<file path="src/verilog/pllcg_regs.vh">
// register map, field layout, reset values and timing constants of the
// clock generator; included by every design file of the block
`ifndef PLLCG_REGS_VH
`define PLLCG_REGS_VH

// register indices on the plain register port
`define PLLCG_ADDR_W          4
`define PLLCG_IDX_CSR         4'h0
`define PLLCG_IDX_MULT        4'h1
`define PLLCG_IDX_PRESCALE    4'h2
`define PLLCG_IDX_OSCDIV      4'h3
`define PLLCG_IDX_CORE_DIV    4'h4
`define PLLCG_IDX_PERIPH_DIV  4'h5
`define PLLCG_IDX_MEM_DIV     4'h6

// control/status fields
`define PLLCG_CSR_PATH_BIT    0
`define PLLCG_CSR_RESET_BIT   3
`define PLLCG_CSR_STABLE_BIT  6
`define PLLCG_DIV_EN_BIT      15
`define PLLCG_RATIO_W         5
`define PLLCG_RATIO_MSB       4

// reset values (ratio field n divides by n+1)
`define PLLCG_RST_PATH        1'b0
`define PLLCG_RST_LOOPRST     1'b1
`define PLLCG_RST_MULT        5'h04
`define PLLCG_RST_PRESCALE    5'h00
`define PLLCG_RST_OSCDIV      5'h00
`define PLLCG_RST_CORE_DIV    5'h00
`define PLLCG_RST_PERIPH_DIV  5'h01
`define PLLCG_RST_MEM_DIV     5'h01
`define PLLCG_RST_EN          1'b1

// multiply factors
`define PLLCG_MULT_BASIC_LOOP 5'h04
`define PLLCG_MULT_MIN        5'h04
`define PLLCG_MULT_MAX        5'h19

// timing: worst lock time is the typical 75 us plus 150 percent
`define PLLCG_LOCK_TYP_NS     75000
`define PLLCG_LOCK_MAX_NS     187500
`define PLLCG_RESET_MIN_NS    125
`define PLLCG_MCLK_PERIOD_NS  5

`endif

</file>
<file path="src/verilog/pllcg_div.v">
// programmable integer clock divider working on clock-enable ticks
// assumes i_tick is a one-cycle pulse in the i_mclk domain
`timescale 1ns/1ps
`default_nettype none
`include "pllcg_regs.vh"

module pllcg_div #(
	parameter W = `PLLCG_RATIO_W
) (
	input  wire         i_mclk,   // master clock
	input  wire         i_rst,    // async reset, active high
	input  wire         i_ce,     // clock enable, freezes state
	input  wire         i_tick,   // input clock edge pulse
	input  wire         i_en,     // divider enable
	input  wire [W-1:0] i_ratio,  // divide by i_ratio+1
	output wire         o_tick    // divided clock edge pulse
);

	reg [W-1:0] cnt_q;
	reg [W-1:0] ratio_q;
	reg         tick_q;

	// count input edges; take a new ratio when a period completes or while disabled
	always @(posedge i_mclk or posedge i_rst) begin
		if (i_rst) begin
			cnt_q   <= {W{1'b0}};
			ratio_q <= {W{1'b0}};
			tick_q  <= 1'b0;
		end else if (i_ce) begin
			tick_q <= 1'b0;
			if (!i_en) begin
				cnt_q   <= {W{1'b0}};
				ratio_q <= i_ratio;
			end else if (i_tick) begin
				if (cnt_q == ratio_q) begin
					cnt_q   <= {W{1'b0}};
					ratio_q <= i_ratio;
					tick_q  <= 1'b1;
				end else begin
					cnt_q <= cnt_q + {{(W-1){1'b0}}, 1'b1};
				end
			end
		end
	end

	assign o_tick = tick_q;

endmodule

`default_nettype wire

</file>
<file path="src/verilog/pllcg_top.v">
// clock generator: reference input, prescaler, loop model, path select and
// output dividers; generated clocks leave as one-cycle edge pulses on i_mclk
// assumes the reference input is synchronous to i_mclk and slower than it
`timescale 1ns/1ps
`default_nettype none
`include "pllcg_regs.vh"

// Operation
// - every generated clock comes from the one reference input, either multiplied by the loop or passed around it.
// - the basic variant offers only a times-four loop mode and a times-one bypass mode.
// - the controller has an input prescaler, an oscillator output divider and core, bus and memory dividers.
// - separate clocks go to the core, the peripheral bus, the memory interface and the oscillator output.
// - the path-select bit picks the raw reference when clear and the loop output when set, feeding all system dividers.
// - the prescaler divides the reference by any integer from one to thirty-two.
module pllcg_top #(
	parameter BASIC      = 0,                                  // 1: pin-selected x4/x1 variant
	parameter PER_W      = 16,                                 // reference period counter width
	parameter LOCK_CYC   = `PLLCG_LOCK_MAX_NS / `PLLCG_MCLK_PERIOD_NS // worst lock time in cycles
) (
	input  wire        i_mclk,                 // master clock, 200 MHz
	input  wire        i_rst,                  // async reset, active high
	input  wire        i_ce,                   // clock enable
	input  wire        i_reference_clock_input,// reference clock level
	input  wire        i_multiply_mode_select, // basic variant: 1 x4, 0 x1
	input  wire [3:0]  i_addr,                 // register index
	input  wire [31:0] i_wdata,                // write data
	input  wire        i_wr,                   // write strobe
	input  wire        i_rd,                   // read strobe
	output wire [31:0] o_rdata,                // read data, cycle after i_rd
	output wire        o_core_sys_clock,       // core clock edge pulse
	output wire        o_periph_sys_clock,     // peripheral bus clock edge pulse
	output wire        o_mem_clock,            // memory interface clock edge pulse
	output wire        o_osc_out_clock,        // oscillator output clock edge pulse
	output wire        o_loop_stable           // loop locked after reset
);

	localparam LOCK_W = 24;
	localparam [LOCK_W-1:0] LOCK_N = LOCK_CYC[LOCK_W-1:0]; // lock count cut to the timer width

	// software-visible control
	reg        path_q;
	reg        loop_rst_q;
	reg [4:0]  mult_q;
	reg [4:0]  pre_ratio_q;
	reg [4:0]  osc_ratio_q;
	reg [4:0]  core_ratio_q;
	reg [4:0]  per_ratio_q;
	reg [4:0]  mem_ratio_q;
	reg        osc_en_q;
	reg        core_en_q;
	reg        per_en_q;
	reg        mem_en_q;
	reg [31:0] rdata_q;

	// loop model state
	reg              ref_q;
	reg [PER_W-1:0]  per_cnt_q;
	reg [PER_W-1:0]  period_q;
	reg              period_ok_q;
	reg [PER_W-1:0]  acc_q;
	reg              loop_tick_q;
	reg [LOCK_W-1:0] lock_cnt_q;
	reg              stable_q;

	wire ref_tick;
	wire pre_tick;
	wire sel_tick;
	wire eff_path;
	wire [4:0] eff_mult;
	wire [PER_W:0] acc_sum;

	// ratio register readback layout
	function [31:0] div_word;
		input       en;
		input [4:0] ratio;
		begin
			div_word = 32'h00000000;
			div_word[`PLLCG_DIV_EN_BIT] = en;
			div_word[`PLLCG_RATIO_MSB:0] = ratio;
		end
	endfunction

	// register writes
	always @(posedge i_mclk or posedge i_rst) begin
		if (i_rst) begin
			path_q       <= `PLLCG_RST_PATH;
			loop_rst_q   <= `PLLCG_RST_LOOPRST;
			mult_q       <= `PLLCG_RST_MULT;
			pre_ratio_q  <= `PLLCG_RST_PRESCALE;
			osc_ratio_q  <= `PLLCG_RST_OSCDIV;
			core_ratio_q <= `PLLCG_RST_CORE_DIV;
			per_ratio_q  <= `PLLCG_RST_PERIPH_DIV;
			mem_ratio_q  <= `PLLCG_RST_MEM_DIV;
			osc_en_q     <= `PLLCG_RST_EN;
			core_en_q    <= `PLLCG_RST_EN;
			per_en_q     <= `PLLCG_RST_EN;
			mem_en_q     <= `PLLCG_RST_EN;
		end else if (i_ce && i_wr) begin
			case (i_addr)
				`PLLCG_IDX_CSR: begin
					path_q     <= i_wdata[`PLLCG_CSR_PATH_BIT];
					loop_rst_q <= i_wdata[`PLLCG_CSR_RESET_BIT];
				end
				`PLLCG_IDX_MULT: begin
					mult_q <= i_wdata[`PLLCG_RATIO_MSB:0];
				end
				`PLLCG_IDX_PRESCALE: begin
					pre_ratio_q <= i_wdata[`PLLCG_RATIO_MSB:0];
				end
				`PLLCG_IDX_OSCDIV: begin
					osc_ratio_q <= i_wdata[`PLLCG_RATIO_MSB:0];
					osc_en_q    <= i_wdata[`PLLCG_DIV_EN_BIT];
				end
				`PLLCG_IDX_CORE_DIV: begin
					core_ratio_q <= i_wdata[`PLLCG_RATIO_MSB:0];
					core_en_q    <= i_wdata[`PLLCG_DIV_EN_BIT];
				end
				`PLLCG_IDX_PERIPH_DIV: begin
					per_ratio_q <= i_wdata[`PLLCG_RATIO_MSB:0];
					per_en_q    <= i_wdata[`PLLCG_DIV_EN_BIT];
				end
				`PLLCG_IDX_MEM_DIV: begin
					mem_ratio_q <= i_wdata[`PLLCG_RATIO_MSB:0];
					mem_en_q    <= i_wdata[`PLLCG_DIV_EN_BIT];
				end
				default: begin
				end
			endcase
		end
	end

	// register reads, data in the cycle after the strobe, zero otherwise
	always @(posedge i_mclk or posedge i_rst) begin
		if (i_rst) begin
			rdata_q <= 32'h00000000;
		end else if (i_ce) begin
			rdata_q <= 32'h00000000;
			if (i_rd) begin
				case (i_addr)
					`PLLCG_IDX_CSR: begin
						rdata_q[`PLLCG_CSR_PATH_BIT]   <= path_q;
						rdata_q[`PLLCG_CSR_RESET_BIT]  <= loop_rst_q;
						rdata_q[`PLLCG_CSR_STABLE_BIT] <= stable_q;
					end
					`PLLCG_IDX_MULT:       rdata_q <= div_word(1'b0, mult_q);
					`PLLCG_IDX_PRESCALE:   rdata_q <= div_word(1'b0, pre_ratio_q);
					`PLLCG_IDX_OSCDIV:     rdata_q <= div_word(osc_en_q, osc_ratio_q);
					`PLLCG_IDX_CORE_DIV:   rdata_q <= div_word(core_en_q, core_ratio_q);
					`PLLCG_IDX_PERIPH_DIV: rdata_q <= div_word(per_en_q, per_ratio_q);
					`PLLCG_IDX_MEM_DIV:    rdata_q <= div_word(mem_en_q, mem_ratio_q);
					default:               rdata_q <= 32'h00000000;
				endcase
			end
		end
	end

	// reference edge detect; every clock starts here
	always @(posedge i_mclk or posedge i_rst) begin
		if (i_rst) begin
			ref_q <= 1'b0;
		end else if (i_ce) begin
			ref_q <= i_reference_clock_input;
		end
	end

	assign ref_tick = i_reference_clock_input & ~ref_q;

	// input prescaler ahead of the loop
	pllcg_div u_prescale (
		.i_mclk  (i_mclk),
		.i_rst   (i_rst),
		.i_ce    (i_ce),
		.i_tick  (ref_tick),
		.i_en    (1'b1),
		.i_ratio (pre_ratio_q),
		.o_tick  (pre_tick)
	);

	// basic variant: pin picks x4 loop or x1 bypass
	assign eff_path = (BASIC != 0) ? i_multiply_mode_select : path_q;
	assign eff_mult = (BASIC != 0) ? `PLLCG_MULT_BASIC_LOOP :
		(mult_q < `PLLCG_MULT_MIN) ? `PLLCG_MULT_MIN :
		(mult_q > `PLLCG_MULT_MAX) ? `PLLCG_MULT_MAX : mult_q;
	assign acc_sum  = {1'b0, acc_q} + {{(PER_W-4){1'b0}}, eff_mult};

	// loop model: measure prescaled period, emit mult edges per period
	always @(posedge i_mclk or posedge i_rst) begin
		if (i_rst) begin
			per_cnt_q   <= {PER_W{1'b0}};
			period_q    <= {PER_W{1'b0}};
			period_ok_q <= 1'b0;
			acc_q       <= {PER_W{1'b0}};
			loop_tick_q <= 1'b0;
		end else if (i_ce) begin
			loop_tick_q <= 1'b0;
			if (loop_rst_q) begin
				per_cnt_q   <= {PER_W{1'b0}};
				period_ok_q <= 1'b0;
				acc_q       <= {PER_W{1'b0}};
			end else begin
				if (pre_tick) begin
					per_cnt_q   <= {{(PER_W-1){1'b0}}, 1'b1};
					period_q    <= per_cnt_q;
					period_ok_q <= (per_cnt_q != {PER_W{1'b0}});
				end else if (per_cnt_q != {PER_W{1'b1}}) begin
					per_cnt_q <= per_cnt_q + {{(PER_W-1){1'b0}}, 1'b1};
				end
				if (period_ok_q) begin
					if (acc_sum >= {1'b0, period_q}) begin
						acc_q       <= acc_sum[PER_W-1:0] - period_q;
						loop_tick_q <= 1'b1;
					end else begin
						acc_q <= acc_sum[PER_W-1:0];
					end
				end
			end
		end
	end

	// lock timer restarts whenever the loop is held in reset
	always @(posedge i_mclk or posedge i_rst) begin
		if (i_rst) begin
			lock_cnt_q <= {LOCK_W{1'b0}};
			stable_q   <= 1'b0;
		end else if (i_ce) begin
			if (loop_rst_q) begin
				lock_cnt_q <= {LOCK_W{1'b0}};
				stable_q   <= 1'b0;
			end else if (lock_cnt_q >= LOCK_N - 1'b1) begin
				stable_q <= 1'b1;
			end else begin
				lock_cnt_q <= lock_cnt_q + {{(LOCK_W-1){1'b0}}, 1'b1};
			end
		end
	end

	// high-frequency system reference
	assign sel_tick = eff_path ? loop_tick_q : ref_tick;

	// oscillator output divider straight off the reference
	pllcg_div u_osc (
		.i_mclk  (i_mclk),
		.i_rst   (i_rst),
		.i_ce    (i_ce),
		.i_tick  (ref_tick),
		.i_en    (osc_en_q),
		.i_ratio (osc_ratio_q),
		.o_tick  (o_osc_out_clock)
	);

	// system dividers for core, peripheral bus and memory interface
	pllcg_div u_core (
		.i_mclk  (i_mclk),
		.i_rst   (i_rst),
		.i_ce    (i_ce),
		.i_tick  (sel_tick),
		.i_en    (core_en_q),
		.i_ratio (core_ratio_q),
		.o_tick  (o_core_sys_clock)
	);

	pllcg_div u_periph (
		.i_mclk  (i_mclk),
		.i_rst   (i_rst),
		.i_ce    (i_ce),
		.i_tick  (sel_tick),
		.i_en    (per_en_q),
		.i_ratio (per_ratio_q),
		.o_tick  (o_periph_sys_clock)
	);

	pllcg_div u_mem (
		.i_mclk  (i_mclk),
		.i_rst   (i_rst),
		.i_ce    (i_ce),
		.i_tick  (sel_tick),
		.i_en    (mem_en_q),
		.i_ratio (mem_ratio_q),
		.o_tick  (o_mem_clock)
	);

	assign o_rdata       = rdata_q;
	assign o_loop_stable = stable_q;

endmodule

`default_nettype wire

</file>
<file path="config.mk">
export PLATFORM = sky130hd
export DESIGN_NAME = pllcg_top
export DESIGN_NICKNAME = d
export VERILOG_FILES = /design/src/verilog/pllcg_div.v /design/src/verilog/pllcg_top.v
export VERILOG_INCLUDE_DIRS = /design/src /design/src/verilog
export SDC_FILE = /design/constraint.sdc
export NUM_CORES = 1
export LEC_CHECK = 0
export ABC_AREA = 1
export BUFFER_PORTS_ARGS = -buffer_cell sky130_fd_sc_hd__clkbuf_2
export CAP_MARGIN = 20
export CORE_MARGIN = 3
export CORE_UTILIZATION = 61
export CTS_CLUSTER_DIAMETER = 60
export DETAILED_ROUTE_END_ITERATION = 12
export PLACE_DENSITY = 0.86
export REMOVE_ABC_BUFFERS = 1
export SYNTH_ARGS = -nofsm -noshare
export SYNTH_HDL_FRONTEND = slang
export SYNTH_SLANG_ARGS = --single-unit
</file>
<file path="constraint.sdc">
create_clock -name i_mclk -period 6.5 [get_ports i_mclk]
set_input_delay 0.325 -clock i_mclk [delete_from_list [all_inputs] [get_ports i_mclk]]
set_output_delay 0.325 -clock i_mclk [all_outputs]
set_load 0.02 [all_outputs]
</file>
# Yosys cells after proc, flatten, opt, wreduce, memory -nomap -nowiden
# Cells that the tools add are included.
word_totals:
  ff_bits: 199
  input_bits: 43
  out_inout_bits: 37
  wordCells: 167
op_classes:
  addsub: 9
  order_cmp: 4
  n_eq_ne: 21
  mux: 64
  bitwise_logic: 3
  reduce_logical: 30
op_table:
  columns: ["cell", "count"]
  rows:
  - ["$mux 5", 27]
  - ["$mux 16", 7]
  - ["$mux 24", 2]
  - ["$pmux 9 s4", 1]
  - ["$reduce_and 2->1", 17]
  - ["$add 5x1->5 const B", 5]
  - ["$eq 5x5->1", 5]
  - ["$add 24x1->24 const B", 1]
  - ["$ge 24x16->1 const B", 1]
  - ["$mux 1", 23]
  - ["$reduce_and 3->1", 6]
  - ["$add 16x5->17", 1]
  - ["$ge 17x16->1", 1]
  - ["$add 16x1->16 const B", 1]
  - ["$ne 16x16->1 const B", 1]
  - ["$ne 2x1->1 const B", 8]
  - ["$reduce_bool 16->1", 1]
  - ["$sub 16x16->16", 1]
  - ["$pmux 1 s7", 2]
  - ["$eq 4x3->1 const B", 3]
  - ["$pmux 2 s6", 1]
  - ["$eq 4x2->1 const B", 2]
  - ["$pmux 1 s6", 1]
  - ["$reduce_bool 2->1", 3]
  - ["9 further kinds", 10]

# Longest topological paths before layout
logic_depth:
  depth_word: 8
  mapped_depth: 27
  mapped_depth_nobuf: 26

# Cells and area by module
# Synthesis repeated with hierarchy kept, for this count alone.
unflattened:
  cells_unflattened: 1479
  hier_area_um2: 10774.1
modules_own_cells:
  columns: ["module", "instances", "cells_each", "area_each_um2", "seq_area_each_um2"]
  rows:
  - ["pllcg_top", 1, 1074, 7721.2, 2987.9]
  - ["pllcg_div", 5, 81, 610.6, 275.3]

# Worst setup path before layout
# No wires, ideal clock.
synth_timing:
  path_type: "register to register"
  startpoint: "register mult_q[3]"
  endpoint: "register acc_q[6]"
  t_arrival_ns: 3.518
  required_ns: 6.383
  setup_slack_ns: 2.865
  stages_incl_launch_ff: 26
  synth_period_minus_slack_ns: 3.635
  cell_sequence: "dfrtp_1 -> or2_2 -> nor2_1 -> a21oi_1 -> ha_1 -> fa_1 -> nand2_1 -> nand2_1 -> nand4_1 -> nand2_1 -> xnor2_1 -> inv_1 -> ha_1 -> nand2_1 -> nor2_4 -> nand2_2 -> nor2_4 -> nor2_4 -> nand2_2 -> nor2_4 -> nand2_8 -> nand2_4 -> buf_12 -> nand2_4 -> nand3_2 -> nand2_1"
synth_via:
  elab_chain_len: 8
  word_cells_on_any_way: 10
  cone_classes: "add/sub: 2; order compare: 3; mux: 5"
synth_rtl:
  columns: ["element", "line", "rtl"]
  rows:
  - ["start: declaration", "pllcg_top.v:43", "reg [4:0] mult_q;"]
  - ["start signal: assignment", "pllcg_top.v:88", "mult_q <= `PLLCG_RST_MULT;"]
  - ["start signal: assignment", "pllcg_top.v:105", "mult_q <= i_wdata[`PLLCG_RATIO_MSB:0];"]
  - ["$gt 5x5->1 (no source line)", null, null]
  - ["$mux 5", "pllcg_top.v:183", "(mult_q > `PLLCG_MULT_MAX) ? `PLLCG_MULT_MAX : mult_q;"]
  - ["$mux 5 (*)", "pllcg_top.v:182", "(mult_q < `PLLCG_MULT_MIN) ? `PLLCG_MULT_MIN :"]
  - ["$add 16x5->17 (*)", "pllcg_top.v:184", "assign acc_sum = {1'b0, acc_q} + {{(PER_W-4){1'b0}}, eff_mult};"]
  - ["$sub 16x16->16 or $ge 17x16->1 (tied branches)", "pllcg_top.v:210, pllcg_top.v:209", null]
  - ["$mux 16 (*)", "pllcg_top.v:209", "if (acc_sum >= {1'b0, period_q}) begin"]
  - ["$mux 16 (*)", "pllcg_top.v:208", "if (period_ok_q) begin"]
  - ["$mux 16 (*)", "pllcg_top.v:196", "if (loop_rst_q) begin"]
  - ["end signal: assignment", "pllcg_top.v:199", "acc_q <= {PER_W{1'b0}};"]
  - ["end signal: assignment", "pllcg_top.v:210", "acc_q <= acc_sum[PER_W-1:0] - period_q;"]
  - ["end signal: assignment", "pllcg_top.v:213", "acc_q <= acc_sum[PER_W-1:0];"]
  - ["end: declaration", "pllcg_top.v:60", "reg [PER_W-1:0] acc_q;"]
# Mark *: on every way between the ends. The rest lies on a longest branch, timed or not. The select of a mux whose other input is x is not followed.
# A chain may end at the register's enable or synchronous reset.

# Final worst setup path
layout_timing:
  startpoint: "register mult_q[3]"
  endpoint: "register acc_q[2]"
# Same word-level chain as after synthesis.

==> run metrics <==
Max-Cap Viols=0; diode count=0; HPWL after detailed placement=between 15000 and 20000 um; number of global-route vias before repair=8559; share of layout cells above drive strength 1=a little under a tenth; Final Skew=roughly 0.011 ns; Core Box Area=between 15000 and 20000 um^2; highest routing layer actually used=met4; fraction of registers with async set/reset=100%; final wirelength=around 24000 um; Ports=80; maximum clock path buffer count=2; hold_buf cts=0; status=finished clean; largest net degree at the start of global routing=around 100; Setup WS pre-CTS=2.36 ns; Seq pwr share=~30%; register area share after synthesis=between 40% and 50%; Worst Setup Start Kind=register; gr ovfl total=0; Slowest-stage cell, CP=dfrtp_1; Placed Instance Area=between 10000 and 15000 um^2; fin worst setup slack=2.25 ns; most numerous cell in the Yosys netlist=nand2_1; RSZ-0062 raised after global routing=false; Die W=137 um; Worst Path Arrival=roughly 4.6 ns; Worst-Margin Slew=between 0.9 and 1 ns; crit path cell chain=or2_2, nor2_1, a21oi_1, ha_1, fa_1, nand2_1, nand2_1, nand4_1, nand2_1, xnor2_1, inv_1, ha_1, nand2_1, nor2_4, nand2_2, nor2_4, nor2_4, o211ai_4, nand2_4, nand2_4, nand3_2, nand2_1; EDFF count, synth=0; total CTS buffers=17; final setup vio count=0; Placed Cells=between 1500 and 2000; CP endpoint kind=register; Yosys warning count=0; CTS Sinks=about 170; Pwr per Cell Area=451 nW/um^2; CP max stage delay=0.43 ns; Residual DRC=0; Hold WC Path Type=input port to async pin; latest clock arrival within the worst-skew pair=~0.45 ns; area fraction of the dominant cell type after synthesis=between 30% and 40%; final instance area=~11000 um^2; drt wl/cell=between 10 and 15 um; initial antenna violation count=0; r2r setup slk=~2.2 ns; Worst-path clk slew=approximately 0.080 ns; die area=approximately 19000 um^2; Max transition margin=between 30 and 40%; synthesized cell area=10500 um^2; CP max FO=18; Yosys top cell by area=dfrtp_1; Synth area leaders=dfrtp_1 (40%), nand2_1 (14%), inv_1 (6.5%), nand3_1 (5.0%), xor2_1 (4.4%); flops & latches, synth=roughly 170; register area=between 4000 and 5000 um^2; Rows=47; Layout area overhead=7.56%; Power Total=approximately 5100 uW; Final Hold Vio Count=0; prevailing post-synth register cell=dfrtp_1; Power Internal=between 2000 and 3000 uW; cells after synthesis=~1400; Fmax=around 240 MHz; post-route ant nets=0; Commonest cells post-synth=nand2_1 (380), inv_1 (183), dfrtp_1 (166), nand3_1 (105), nor2_1 (105); GP Congestion=just over 0.9; final setup TNS=0 ns; IO buf count=27; cell mode on critical path=nand2_1; Gate power share=approximately half; die extent in y=between 100 and 150 um; area taken by multi-input logic gates=approximately 5000 um^2; WL met2=about 12000 um; Initial Util=a little over three fifths; WS Path Type=register to register; IR drop worst, VDD=approximately 0.58 mV; post-DR vias/cell=between 5 and 6; Period minus WS final=between 4 and 5 ns; Detailed Routing Iterations Pass 1=6; non-filler cells in the finished layout=between 1500 and 2000; unique cell type count in the Yosys netlist=50; Final Cycle Share=65.4%; Iter 0 DRT Violations=733; M1 WL=around 11000 um; vias=9028; nets=roughly 1500; WP data required=a little under 7 ns; LEAKAGE=a little under 0.006 uW; max-slew violations=0; FILL cells=approximately 1300; Root Buffer=clkbuf_16; Resized cells post-CTS=0; gr usage total=around 27%; Clk pwr share=between 20 and 25%; CTS tree=done; syn_area_per_cell=approximately 7.6 um^2; Post-CTS Setup Inserts=0; Switching Share=about 47%; net switching power=2410 uW; H-tree lvl count=4; first-pass GRT wire length=40800 um; WL met3=1490 um
==> sequential cells by signal, summed over array words and instances, names as in the netlist, 7 cells and up <==
| register | flops |
|---|---|
| acc_q | 16 |
| period_q | 16 |
| o_rdata | 7 |
| lock_cnt_q | 24 |
| per_cnt_q | 16 |
==> layout by cell type, fill, tap and decap left out, types with 6 or more instances in the layout <==
| master | instances |
|---|---|
| o21ai_0 | 64 |
| nor3_1 | 25 |
| dfrtp_1 | 166 |
| ha_1 | 29 |
| o31ai_1 | 6 |
| nand4_1 | 21 |
| xor2_1 | 53 |
| nor2_1 | 105 |
| nand2_2 | 9 |
| nand2_4 | 13 |
| a21oi_1 | 21 |
| clkbuf_16 | 17 |
| dfstp_2 | 8 |
| o21ai_1 | 49 |
| inv_1 | 182 |
| nand3_2 | 11 |
| clkinv_8 | 6 |
| nand3_1 | 105 |
| conb_1 | 25 |
| o22ai_1 | 10 |
| xnor2_1 | 13 |
| clkbuf_2 | 27 |
| inv_6 | 6 |
| nand2_1 | 380 |
| inv_2 | 13 |
==> final cells by class <==
cell class                 instances  area share [%]
clock inverter                    15            1.64
sequential                       174            38.6
timing repair buffer              32            1.53
clock buffer                      17            3.76
inverter                         198            6.62
multi-input combinational        984            45.4
tap                              220            2.44
==> power groups by stage <==
stage / Clock [uW] / Sequential [uW] / Combinational [uW]
after floorplan: 0 / 1500 / 1960
after global placement: 0 / 1540 / 2350
after detailed placement: 0 / 1540 / 2430
after CTS: 1050 / 1530 / 2500
after global routing: 1100 / 1570 / 2860
final: 1040 / 1530 / 2530
==> metal layers <==
metal,vias to the layer above,GRT usage (%)
met4,0,10.1
met1,4227,37.3
li1,4420,-
met3,59,5.37
met5,-,0
met2,322,43.1
==> per-stage QoR <==
stage,hold slack [ns],util (%)
global route,0.116,67.7
CTS,0.103,67.6
detailed placement,0.468,64.0
floorplan,0.421,-
global placement,0.460,64.0
finish,0.0669,67.7
==> final timing paths <==
check	start	depth (start not counted)	endpoint
worst max-delay path	mult_q[3]	22	acc_q[2]
worst min-delay path	i_rst	2	per_ratio_q[2]
worst max register to register	mult_q[3]	22	acc_q[2]
worst min register to register	o_rdata[3]	2	o_rdata[3]
max in group asynchronous	i_rst	3	period_q[5]
min in group i_mclk	i_reference_clock_input	3	ref_q
==> worst max-delay path: cells and delay by family (launching register included) <==
kind | cells | cell delay [ns]
and+or+nand+nor | 15 | 2.02
adders and majority gates | 3 | 1.01
xor gates and xnor gates | 1 | 0.34
DFF | 1 | 0.43
AOI/OAI and AO/OA | 2 | 0.27
buffers and inverters | 1 | 0.11
==> cells by family after synthesis <==
kind of cell	after synthesis	share of synthesized area, %
simple gates	695	29.8
buf+inv	254	10.5
flops	174	41.5
compound gates	167	8.80
xor+xnor	66	5.50
fa+ha+maj	31	3.83
other cells	1	0.0357
No activity file was read; power rests on OpenSTA's default activity.
